$ cat src/logic/mem_order_pkg.sv
package mem_order_pkg;
    // block and word geometry, sequence width
    localparam int BLOCK_OFS_W = 6;
    localparam int QUAD_OFS_W = 3;
    localparam int SEQ_W = 8;
    // store-wait table geometry and clearing intervals in cycles
    localparam int SWT_ENTRIES = 1024;
    localparam int SWT_IDX_W = 10;
    localparam int CLR_SHORT_CYC = 16384;
    localparam int CLR_LONG_CYC = 65536;
    localparam int CLR_CNT_W = 17;
    // reset values
    localparam logic SWT_RESET = 1'h0;
    localparam logic [16:0] CLR_CNT_RESET = 17'h00000;

    typedef enum logic [2:0] {
        MISS_LOAD, MISS_STORE, MISS_COND_STORE, MISS_WRITE_HINT, MISS_EVICT_HINT, MISS_IFETCH
    } miss_kind_t;

    typedef enum logic {TRAP_LOAD_LOAD, TRAP_STORE_LOAD} trap_kind_t;

    // a follows b in program order (wrapping sequence numbers)
    function automatic logic is_newer(input logic [SEQ_W-1:0] a, input logic [SEQ_W-1:0] b);
        logic [SEQ_W-1:0] d;
        d = a - b;
        return !d[SEQ_W-1] && (d != '0);
    endfunction
endpackage

$ cat src/logic/swt_if.sv
`timescale 1ns/10ps
// carries store-wait table set, lookup and interval select
interface swt_if;
    logic set_valid;
    logic [mem_order_pkg::SWT_IDX_W-1:0] set_idx;
    logic [mem_order_pkg::SWT_IDX_W-1:0] rd_idx;
    logic rd_bit;
    logic long_sel;
    modport ctrl (output set_valid, output set_idx, output rd_idx, output long_sel, input rd_bit);
    modport table_side (input set_valid, input set_idx, input rd_idx, input long_sel,
                        output rd_bit);
endinterface

$ cat src/logic/store_wait_table.sv
`timescale 1ns/10ps
module store_wait_table #(
    parameter int CLR_SHORT = mem_order_pkg::CLR_SHORT_CYC,
    parameter int CLR_LONG = mem_order_pkg::CLR_LONG_CYC
) (
    // clock and reset
    input wire logic i_core_clk,
    input wire logic i_sys_rst,
    // table access
    swt_if.table_side swt
);
    localparam int W = mem_order_pkg::CLR_CNT_W;
    logic [mem_order_pkg::SWT_ENTRIES-1:0] bits_ff;
    logic [W-1:0] clr_cnt_ff;
    wire [W-1:0] clr_limit = swt.long_sel ? W'(CLR_LONG - 1) : W'(CLR_SHORT - 1);
    wire clear_now = (clr_cnt_ff >= clr_limit); // see [RL13]
    wire [W-1:0] nxt_clr_cnt = clear_now ? '0 : clr_cnt_ff + 1'b1;

    // one bit per fetch index, read beside each fetched instruction
    assign swt.rd_bit = bits_ff[swt.rd_idx]; // see [RL10]

    // interval counter
    always_ff @(posedge i_core_clk) begin
        if (i_sys_rst) begin
            clr_cnt_ff <= mem_order_pkg::CLR_CNT_RESET; // see [RL15]
        end else begin
            clr_cnt_ff <= nxt_clr_cnt;
        end
    end

    // per-entry bit: a set in the clearing cycle survives
    for (genvar g = 0; g < mem_order_pkg::SWT_ENTRIES; g++) begin : g_bit
        wire set_here = swt.set_valid && (swt.set_idx == mem_order_pkg::SWT_IDX_W'(g));
        always_ff @(posedge i_core_clk) begin
            if (i_sys_rst) begin
                bits_ff[g] <= mem_order_pkg::SWT_RESET; // see [RL15]
            end else if (set_here) begin
                bits_ff[g] <= 1'b1; // see [RL11]
            end else if (clear_now) begin
                bits_ff[g] <= 1'b0; // see [RL13]
            end
        end
    end
endmodule

$ cat src/logic/mem_order_replay_traps.sv
`timescale 1ns/10ps
// Notes on behaviour
// [RL1] miss requests are whole aligned 64-byte blocks
// [RL2] merge only same-type misses, load joins store
// [RL3] store never merges into pending load entry
// [RL4] same-address memory loads stay in order
// [RL5] memory store order; same-address mixed pairs ordered
// [RL6] I/O loads always ordered; mixed same-address ordered
// [RL7] trap aborts target and newer, refetch target
// [RL8] issuing load traps newer overlapping queued load
// [RL9] issuing store traps newer overlapping queued load
// [RL10] 1024-entry one-bit table read per fetch
// [RL11] store-load trap sets bit at refetch
// [RL12] hold waiting load behind older unissued store
// [RL13] clear table every 16384 or 65536 cycles
// [RL14] newer means later in program order
// [RL15] reset zeroes interval counter and table
module mem_order_replay_traps #(
    parameter int PA_W = 44,
    parameter int LQ_DEPTH = 8,
    parameter int MISS_DEPTH = 8,
    parameter int CLR_SHORT = mem_order_pkg::CLR_SHORT_CYC,
    parameter int CLR_LONG = mem_order_pkg::CLR_LONG_CYC
) (
    // clock and reset
    input wire logic i_core_clk,
    input wire logic i_sys_rst,
    // load issue
    input wire logic i_ld_valid,
    input wire logic [mem_order_pkg::SEQ_W-1:0] i_ld_seq,
    input wire logic [PA_W-1:0] i_ld_addr,
    input wire logic [7:0] i_ld_mask,
    input wire logic i_ld_io,
    input wire logic [mem_order_pkg::SWT_IDX_W-1:0] i_ld_pc,
    // store issue
    input wire logic i_st_valid,
    input wire logic [mem_order_pkg::SEQ_W-1:0] i_st_seq,
    input wire logic [PA_W-1:0] i_st_addr,
    input wire logic [7:0] i_st_mask,
    // retirement
    input wire logic i_retire_valid,
    input wire logic [mem_order_pkg::SEQ_W-1:0] i_retire_seq,
    // miss requests and fills
    input wire logic i_miss_valid,
    input wire mem_order_pkg::miss_kind_t i_miss_kind,
    input wire logic [PA_W-1:0] i_miss_addr,
    input wire logic i_fill_valid,
    input wire logic [$clog2(MISS_DEPTH)-1:0] i_fill_idx,
    // fetch and issue-queue side, clear interval select
    input wire logic [mem_order_pkg::SWT_IDX_W-1:0] i_fetch_pc,
    input wire logic i_cand_valid,
    input wire logic [mem_order_pkg::SEQ_W-1:0] i_cand_seq,
    input wire logic i_cand_store_wait,
    input wire logic i_old_st_valid,
    input wire logic [mem_order_pkg::SEQ_W-1:0] i_old_st_seq,
    input wire logic i_long_clear_interval_select,
    // trap outputs and load queue full
    output logic o_trap_valid,
    output mem_order_pkg::trap_kind_t o_trap_kind,
    output logic [mem_order_pkg::SEQ_W-1:0] o_trap_seq,
    output logic o_lq_full,
    // miss outputs
    output logic o_miss_merge,
    output logic o_miss_alloc,
    output logic o_miss_refused,
    output logic [$clog2(MISS_DEPTH)-1:0] o_miss_idx,
    output logic [PA_W-1:0] o_miss_req_addr,
    // fetch and issue outputs
    output logic o_fetch_store_wait,
    output logic o_load_hold
);
    localparam int LQ_IW = $clog2(LQ_DEPTH);
    localparam int MF_IW = $clog2(MISS_DEPTH);
    localparam int QO = mem_order_pkg::QUAD_OFS_W;
    localparam int BO = mem_order_pkg::BLOCK_OFS_W;
    localparam int SW = mem_order_pkg::SEQ_W;

    swt_if swt ();

    // load queue storage
    logic [LQ_DEPTH-1:0] lq_vld_ff;
    logic [SW-1:0] lq_seq_ff [LQ_DEPTH];
    logic [PA_W-1:QO] lq_quad_ff [LQ_DEPTH];
    logic [7:0] lq_mask_ff [LQ_DEPTH];
    logic [LQ_DEPTH-1:0] lq_io_ff;
    logic [mem_order_pkg::SWT_IDX_W-1:0] lq_pc_ff [LQ_DEPTH];
    // miss file storage
    logic [MISS_DEPTH-1:0] mf_vld_ff;
    logic [PA_W-1:BO] mf_blk_ff [MISS_DEPTH];
    mem_order_pkg::miss_kind_t mf_kind_ff [MISS_DEPTH];
    // trap register and refetch index
    logic [mem_order_pkg::SWT_IDX_W-1:0] trap_pc_ff;

    // per-entry order checks against the issuing load and store
    logic [LQ_DEPTH-1:0] ld_hit, st_hit, lq_free, lq_stale;
    for (genvar g = 0; g < LQ_DEPTH; g++) begin : g_cmp
        wire ld_same = (lq_quad_ff[g] == i_ld_addr[PA_W-1:QO]) && |(lq_mask_ff[g] & i_ld_mask);
        wire st_same = (lq_quad_ff[g] == i_st_addr[PA_W-1:QO]) && |(lq_mask_ff[g] & i_st_mask);
        assign ld_hit[g] = i_ld_valid && lq_vld_ff[g] // see [RL8]
            && mem_order_pkg::is_newer(lq_seq_ff[g], i_ld_seq) // see [RL14]
            && (ld_same || (i_ld_io && lq_io_ff[g])); // see [RL4] see [RL6]
        assign st_hit[g] = i_st_valid && lq_vld_ff[g] && st_same // see [RL9] see [RL5]
            && mem_order_pkg::is_newer(lq_seq_ff[g], i_st_seq);
        assign lq_free[g] = !lq_vld_ff[g];
    end

    // pick the oldest trapped load as the restart point
    logic trap_now;
    mem_order_pkg::trap_kind_t tgt_kind;
    logic [SW-1:0] tgt_seq;
    logic [mem_order_pkg::SWT_IDX_W-1:0] tgt_pc;
    logic [LQ_IW-1:0] free_idx;
    always_comb begin
        trap_now = 1'b0;
        tgt_kind = mem_order_pkg::TRAP_LOAD_LOAD;
        tgt_seq = '0;
        tgt_pc = '0;
        free_idx = '0;
        for (int i = LQ_DEPTH - 1; i >= 0; i--) begin
            if (lq_free[i]) begin
                free_idx = LQ_IW'(i);
            end
            if ((ld_hit[i] || st_hit[i]) &&
                (!trap_now || mem_order_pkg::is_newer(tgt_seq, lq_seq_ff[i]))) begin
                trap_now = 1'b1;
                tgt_seq = lq_seq_ff[i];
                tgt_pc = lq_pc_ff[i];
                tgt_kind = st_hit[i] ? mem_order_pkg::TRAP_STORE_LOAD
                                     : mem_order_pkg::TRAP_LOAD_LOAD;
            end
        end
    end

    // the issuing load is dropped if it is itself aborted
    wire ld_killed = (trap_now && !mem_order_pkg::is_newer(tgt_seq, i_ld_seq))
        || (o_trap_valid && !mem_order_pkg::is_newer(o_trap_seq, i_ld_seq));
    wire ld_keep = i_ld_valid && !o_lq_full && !ld_killed;
    wire nxt_lq_full = &(lq_vld_ff | (LQ_DEPTH'(ld_keep) << free_idx));

    // load queue entries: allocate, retire, flush on trap
    for (genvar g = 0; g < LQ_DEPTH; g++) begin : g_lq
        wire kill = trap_now && !mem_order_pkg::is_newer(tgt_seq, lq_seq_ff[g]); // see [RL7]
        wire retire = i_retire_valid && !mem_order_pkg::is_newer(lq_seq_ff[g], i_retire_seq);
        wire alloc = ld_keep && (free_idx == LQ_IW'(g));
        assign lq_stale[g] = lq_vld_ff[g] && !mem_order_pkg::is_newer(o_trap_seq, lq_seq_ff[g]);
        always_ff @(posedge i_core_clk) begin
            if (i_sys_rst) begin
                lq_vld_ff[g] <= 1'b0;
            end else if (alloc) begin
                lq_vld_ff[g] <= 1'b1;
            end else if (kill || retire) begin
                lq_vld_ff[g] <= 1'b0;
            end
        end
        always_ff @(posedge i_core_clk) begin
            if (alloc) begin
                lq_seq_ff[g] <= i_ld_seq;
                lq_quad_ff[g] <= i_ld_addr[PA_W-1:QO];
                lq_mask_ff[g] <= i_ld_mask;
                lq_io_ff[g] <= i_ld_io;
                lq_pc_ff[g] <= i_ld_pc;
            end
        end
    end

    // trap outputs; a store-load trap marks the table during refetch
    always_ff @(posedge i_core_clk) begin
        if (i_sys_rst) begin
            o_trap_valid <= 1'b0;
            o_trap_kind <= mem_order_pkg::TRAP_LOAD_LOAD;
            o_trap_seq <= '0;
            trap_pc_ff <= '0;
            o_lq_full <= 1'b0;
        end else begin
            o_trap_valid <= trap_now; // see [RL7]
            o_trap_kind <= tgt_kind;
            o_trap_seq <= tgt_seq;
            trap_pc_ff <= tgt_pc;
            o_lq_full <= nxt_lq_full;
        end
    end
    assign swt.set_valid = o_trap_valid
        && (o_trap_kind == mem_order_pkg::TRAP_STORE_LOAD); // see [RL11]
    assign swt.set_idx = trap_pc_ff;
    assign swt.rd_idx = i_fetch_pc;
    assign swt.long_sel = i_long_clear_interval_select; // see [RL13]

    store_wait_table #(.CLR_SHORT(CLR_SHORT), .CLR_LONG(CLR_LONG)) u_swt (
        .i_core_clk(i_core_clk),
        .i_sys_rst(i_sys_rst),
        .swt(swt.table_side)
    );

    // miss file merge decode: like types, or a load onto a store
    logic [MISS_DEPTH-1:0] mf_hit, mf_free;
    for (genvar g = 0; g < MISS_DEPTH; g++) begin : g_mf
        wire same_blk = mf_vld_ff[g] && (mf_blk_ff[g] == i_miss_addr[PA_W-1:BO]); // see [RL1]
        wire kind_ok = (mf_kind_ff[g] == i_miss_kind) // see [RL2]
            || (mf_kind_ff[g] == mem_order_pkg::MISS_STORE
                && i_miss_kind == mem_order_pkg::MISS_LOAD); // see [RL3]
        assign mf_hit[g] = i_miss_valid && same_blk && kind_ok;
        assign mf_free[g] = !mf_vld_ff[g];
    end
    logic [MF_IW-1:0] hit_idx, mf_free_idx;
    always_comb begin
        hit_idx = '0;
        mf_free_idx = '0;
        for (int i = MISS_DEPTH - 1; i >= 0; i--) begin
            if (mf_hit[i]) begin
                hit_idx = MF_IW'(i);
            end
            if (mf_free[i]) begin
                mf_free_idx = MF_IW'(i);
            end
        end
    end
    wire merge_now = |mf_hit;
    wire alloc_now = i_miss_valid && !merge_now && |mf_free;

    // miss file entries
    for (genvar g = 0; g < MISS_DEPTH; g++) begin : g_mfe
        wire take = alloc_now && (mf_free_idx == MF_IW'(g));
        always_ff @(posedge i_core_clk) begin
            if (i_sys_rst) begin
                mf_vld_ff[g] <= 1'b0;
                mf_kind_ff[g] <= mem_order_pkg::MISS_LOAD;
                mf_blk_ff[g] <= '0;
            end else if (take) begin
                mf_vld_ff[g] <= 1'b1;
                mf_kind_ff[g] <= i_miss_kind;
                mf_blk_ff[g] <= i_miss_addr[PA_W-1:BO];
            end else if (i_fill_valid && i_fill_idx == MF_IW'(g)) begin
                mf_vld_ff[g] <= 1'b0;
            end
        end
    end

    // miss answers; a new block request is always block aligned
    always_ff @(posedge i_core_clk) begin
        if (i_sys_rst) begin
            o_miss_merge <= 1'b0;
            o_miss_alloc <= 1'b0;
            o_miss_refused <= 1'b0;
            o_miss_idx <= '0;
            o_miss_req_addr <= '0;
        end else begin
            o_miss_merge <= merge_now;
            o_miss_alloc <= alloc_now;
            o_miss_refused <= i_miss_valid && !merge_now && !alloc_now;
            o_miss_idx <= merge_now ? hit_idx : mf_free_idx;
            o_miss_req_addr <= {i_miss_addr[PA_W-1:BO], BO'(0)}; // see [RL1]
        end
    end

    // fetch bit and issue hold
    wire nxt_load_hold = i_cand_valid && i_cand_store_wait && i_old_st_valid
        && mem_order_pkg::is_newer(i_cand_seq, i_old_st_seq); // see [RL12]
    always_ff @(posedge i_core_clk) begin
        if (i_sys_rst) begin
            o_fetch_store_wait <= 1'b0;
            o_load_hold <= 1'b0;
        end else begin
            o_fetch_store_wait <= swt.rd_bit; // see [RL10]
            o_load_hold <= nxt_load_hold;
        end
    end
endmodule

$ cat config.mk
export PLATFORM = sky130hd
export DESIGN_NAME = mem_order_replay_traps
export DESIGN_NICKNAME = d
export VERILOG_FILES = /design/src/logic/mem_order_pkg.sv /design/src/logic/swt_if.sv /design/src/logic/store_wait_table.sv /design/src/logic/mem_order_replay_traps.sv
export SDC_FILE = /design/constraint.sdc
export NUM_CORES = 2
export LEC_CHECK = 0
export BUFFER_PORTS_ARGS = -buffer_cell sky130_fd_sc_hd__buf_4
export CORE_MARGIN = 2
export CORE_UTILIZATION = 55
export DETAILED_ROUTE_END_ITERATION = 6
export GPL_TIMING_DRIVEN = 0
export PLACE_DENSITY = 0.75
export SLEW_MARGIN = 0
export SYNTH_ARGS = -nofsm -noshare
export SYNTH_HDL_FRONTEND = slang
export SYNTH_SLANG_ARGS = --single-unit
$ cat constraint.sdc
create_clock -name i_core_clk -period 27.8 [get_ports i_core_clk]
set_clock_uncertainty 0.2 [all_clocks]
set_input_delay 0 -clock i_core_clk [delete_from_list [all_inputs] [get_ports i_core_clk]]
set_output_delay 0 -clock i_core_clk [all_outputs]
set_load 0.01 [all_outputs]
==> impl_metrics.tcl <==
set metrics [dict create \
    postSynthRegisterBits 1996 \
    grt_antenna_before_repair 36 \
    worst_ep_arrival_time_ns 27.03 \
    die_w_um 426 \
    fin_ws_ns 1.09 \
    die_outline_area_sq_mm 0.181 \
    most-common-layout-cells "1167 x sky130_fd_sc_hd__nand2_1, 1124 x sky130_fd_sc_hd__dfxtp_1, 995 x sky130_fd_sc_hd__o21ai_0, 872 x sky130_fd_sc_hd__edfxtp_1, 707 x sky130_fd_sc_hd__xor2_1" \
    routabilityCongestion 1.11 \
    critPathMostFrequentCell "sky130_fd_sc_hd__o21ai_0" \
    i_o_pin_total 289 \
    grt_usage 0.412 \
    numCtsBuffers 204 \
    synth_area_per_cell_sq_um 10.7 \
    synthDominantAreaCellType "sky130_fd_sc_hd__edfxtp_1" \
    clock_tree.buffer_depth 3 \
    core_area_sq_mm 0.176 \
    synth_enable_flop_cells 872 \
    finalHoldViolCount 0 \
    max_freq_ghz 0.0374 \
    critical_path_endpoint_category "flip-flop" \
    fraction_of_post_synthesis_cell_area_in_the_top_cell_type_by_area 0.268 \
    power_leakage_nw 40.5 \
    drcViolationCount 0 \
    mapped_area_sq_mm 0.0977 \
    min_path_type "in2reg" \
    h-tree-depth 4 \
    crit_slowest_cell "sky130_fd_sc_hd__nor4_1" \
    tritoncts "yes" \
    finalWorstPathRequiredPeriod_ns 26.71 \
    worst-setup-path-type "reg2reg" \
    peakVddDrop_mv 0.0634 \
    cts_root_buffer "sky130_fd_sc_hd__clkbuf_16" \
    relSlewSlack -0.141 \
    start_kind "flip-flop" \
    cts_sink_cnt 1996 \
    drt_iter0_markers 12884 \
    synth-async-reset-ratio 0 \
    fin_tns_setup_ns 0 \
    power.density_mw_per_mm2 60.1 \
    nNetsFinal 10286 \
    initial_standard_cell_utilization_of_the_core 0.554 \
    dp_hpwl_um 264000 \
    max_stage_delay_ns 0.71 \
    worst_skew_pair.late_latency_ns 0.88 \
    post_route_cells_drive_above_1_share 0.119 \
    postSynthCellCount 9094 \
    maxCapViolCount 17 \
    routedWlPerCell_um 31.3 \
    distinct_cells_synth 96 \
    vias 81470 \
    grt_pass1_wl_um 536000 \
    tightest_slew_ns 1.71 \
    ys_seq_area_frac 0.498 \
    mostFrequentLayoutCell "sky130_fd_sc_hd__nand2_1" \
    critical_path_peak_fanout 50 \
    ys.flop_type "sky130_fd_sc_hd__dfxtp_1" \
    crit_required_ns 28.12 \
    final_area_sq_mm 0.112 \
    period_utilization_post_route 0.961 \
    drt-vias-per-instance 6.65 \
    first_global_vias 77077 \
    grt_max_degree 54 \
    clkSlewWorstSetupHoldPaths_ns 0.06 \
    floorplan.rows 154 \
    run_status "finished, violations left" \
    final_wirelength_um 384000 \
    place.port_buffers 173 \
    placedInstanceArea_sq_mm 0.103 \
    post_synth_main_area_contributors "sky130_fd_sc_hd__edfxtp_1 27%, sky130_fd_sc_hd__dfxtp_1 23%, sky130_fd_sc_hd__mux4_2 7.9%, sky130_fd_sc_hd__xor2_1 6.3%, sky130_fd_sc_hd__o21ai_0 5.1%" \
    synthesis.yosys.warnings 0 \
    final-max-slew-violation-count 173 \
    drt_first_pass_iters 7 \
    floorplan.die.height_um 426 \
    dp_slack_ns -2.43 \
    syn2layout_area_growth_pct 14.9 \
    route.antenna.remaining_nets 0 \
    report.final.setup_viol 0 \
    filler_cell_count 13536 \
    violations "max-capacitance violations, max-slew violations" \
    overall_overflow_remaining_after_global_route 0 \
]
final timing paths:
check	from	endpoint	slack, ns	cells after the start
setup / recovery	lq_quad_ff[1][126]	lq_quad_ff[0][62]	1.09	111
hold / removal	i_ld_seq[1]	lq_seq_ff[1][17]	0.06	2
setup reg to reg	lq_quad_ff[1][126]	lq_quad_ff[0][62]	1.09	111
hold reg to reg	lq_pc_ff[0][3]	swt.set_idx[3]	0.23	2
where the power goes:
group          internal, mW  total [mW]  switching (mW)
registers              3.11        3.14          0.0288
logic                 0.211       0.663           0.452
clock network          1.70        2.95            1.25
cell usage after synthesis, types with 30 or more instances:
master	instances
sky130_fd_sc_hd__a21o_1	52
sky130_fd_sc_hd__a21oi_1	176
sky130_fd_sc_hd__a22o_1	193
sky130_fd_sc_hd__a22oi_1	61
sky130_fd_sc_hd__buf_1	55
sky130_fd_sc_hd__buf_2	76
sky130_fd_sc_hd__clkbuf_1	474
sky130_fd_sc_hd__dfxtp_1	1124
sky130_fd_sc_hd__edfxtp_1	872
sky130_fd_sc_hd__fa_1	42
sky130_fd_sc_hd__ha_1	298
sky130_fd_sc_hd__inv_1	237
sky130_fd_sc_hd__mux2_2	46
sky130_fd_sc_hd__mux4_2	341
sky130_fd_sc_hd__nand2_1	1172
sky130_fd_sc_hd__nand2b_1	129
sky130_fd_sc_hd__nand3_1	51
sky130_fd_sc_hd__nand4_1	167
sky130_fd_sc_hd__nor2_1	547
sky130_fd_sc_hd__nor2b_1	77
sky130_fd_sc_hd__nor3_1	72
sky130_fd_sc_hd__nor4_1	192
sky130_fd_sc_hd__o211ai_1	37
sky130_fd_sc_hd__o21a_1	30
sky130_fd_sc_hd__o21ai_0	996
sky130_fd_sc_hd__xnor2_1	486
sky130_fd_sc_hd__xor2_1	708
per-stage QoR:
step / hold WS [ns] / util / total power, mW / cells
floorplan: -0.101 / - / 3.54 / 9099
global placement: 0.0352 / 0.578 / 3.78 / 11612
detailed placement: 0.0415 / 0.582 / 3.79 / 11643
CTS: 0.00420 / 0.634 / 6.69 / 12213
global route: 0.0502 / 0.637 / 6.86 / 12239
finish: 0.0600 / 0.637 / 6.75 / 12253
kinds of logic (layout without fill, tap and decap cells):
family                     after synthesis  count (layout)  synth area share
other                                    1              25         0.0000384
AOI/OAI and AO/OA                     1760            1760             0.110
and+or+nand+nor                       2533            2534             0.117
buffers and inverters                  864            1658            0.0350
adders and majority gates              341             341            0.0469
muxes                                  405             405            0.0857
xor gates and xnor gates              1194            1194             0.107
DFF                                   1996            1996             0.498
cell type report:
class	instances	area (sq um)	share of cell area
diodes	19	47.5	0.000423
plain buffers	623	2590	0.0231
clock buffers	286	5860	0.0522
clock inverters	94	1360	0.0121
inverters	241	966	0.00860
multi-input cells	6240	45900	0.409
flip-flops and latches	1996	48700	0.433
well taps	2340	2930	0.0261
repair buffers	412	3950	0.0352
repair inverters	2	17.5	0.000156
flip-flops by register name (all words and copies together) (netlist names), 3 cells and up:
| name | cells |
|---|---|
| lq_io_ff | 8 |
| mf_blk_ff | 304 |
| lq_seq_ff | 64 |
| swt.set_idx | 10 |
| o_trap_seq | 8 |
| mf_kind_ff | 24 |
| lq_mask_ff | 64 |
| u_swt.clr_cnt_ff | 17 |
| u_swt.bits_ff | 1024 |
| o_miss_idx | 3 |
| lq_vld_ff | 8 |
| lq_quad_ff | 328 |
| o_miss_req_addr | 38 |
| lq_pc_ff | 80 |
| mf_vld_ff | 8 |
worst max-delay path: cells and delay by family (launching register included):
family / cells / cell delay (ns)
compound gates: 50 / 9.46
simple gates: 27 / 6.81
fa+ha+maj: 13 / 4.72
buf+inv: 10 / 2.24
mux: 5 / 1.47
xor+xnor: 6 / 0.89
flops: 1 / 0.47
metal layers:
| metal | GRT usage | wire, um |
|---|---|---|
| met1 | 0.511 | 132000 |
| met2 | 0.590 | 158000 |
| met3 | 0.166 | 60300 |
| met4 | 0.279 | 33100 |
| met5 | 0 | 160 |
timing repair:
action	4_1_cts	5_1_grt
cloned	1	4
hold endpoints to repair	627	0
setup endpoints to repair	553	553
hold buffers	188	0
setup buffers	1	15
resized for setup	17	51
pin swaps	3	7
(Power assumes the default switching activity.)
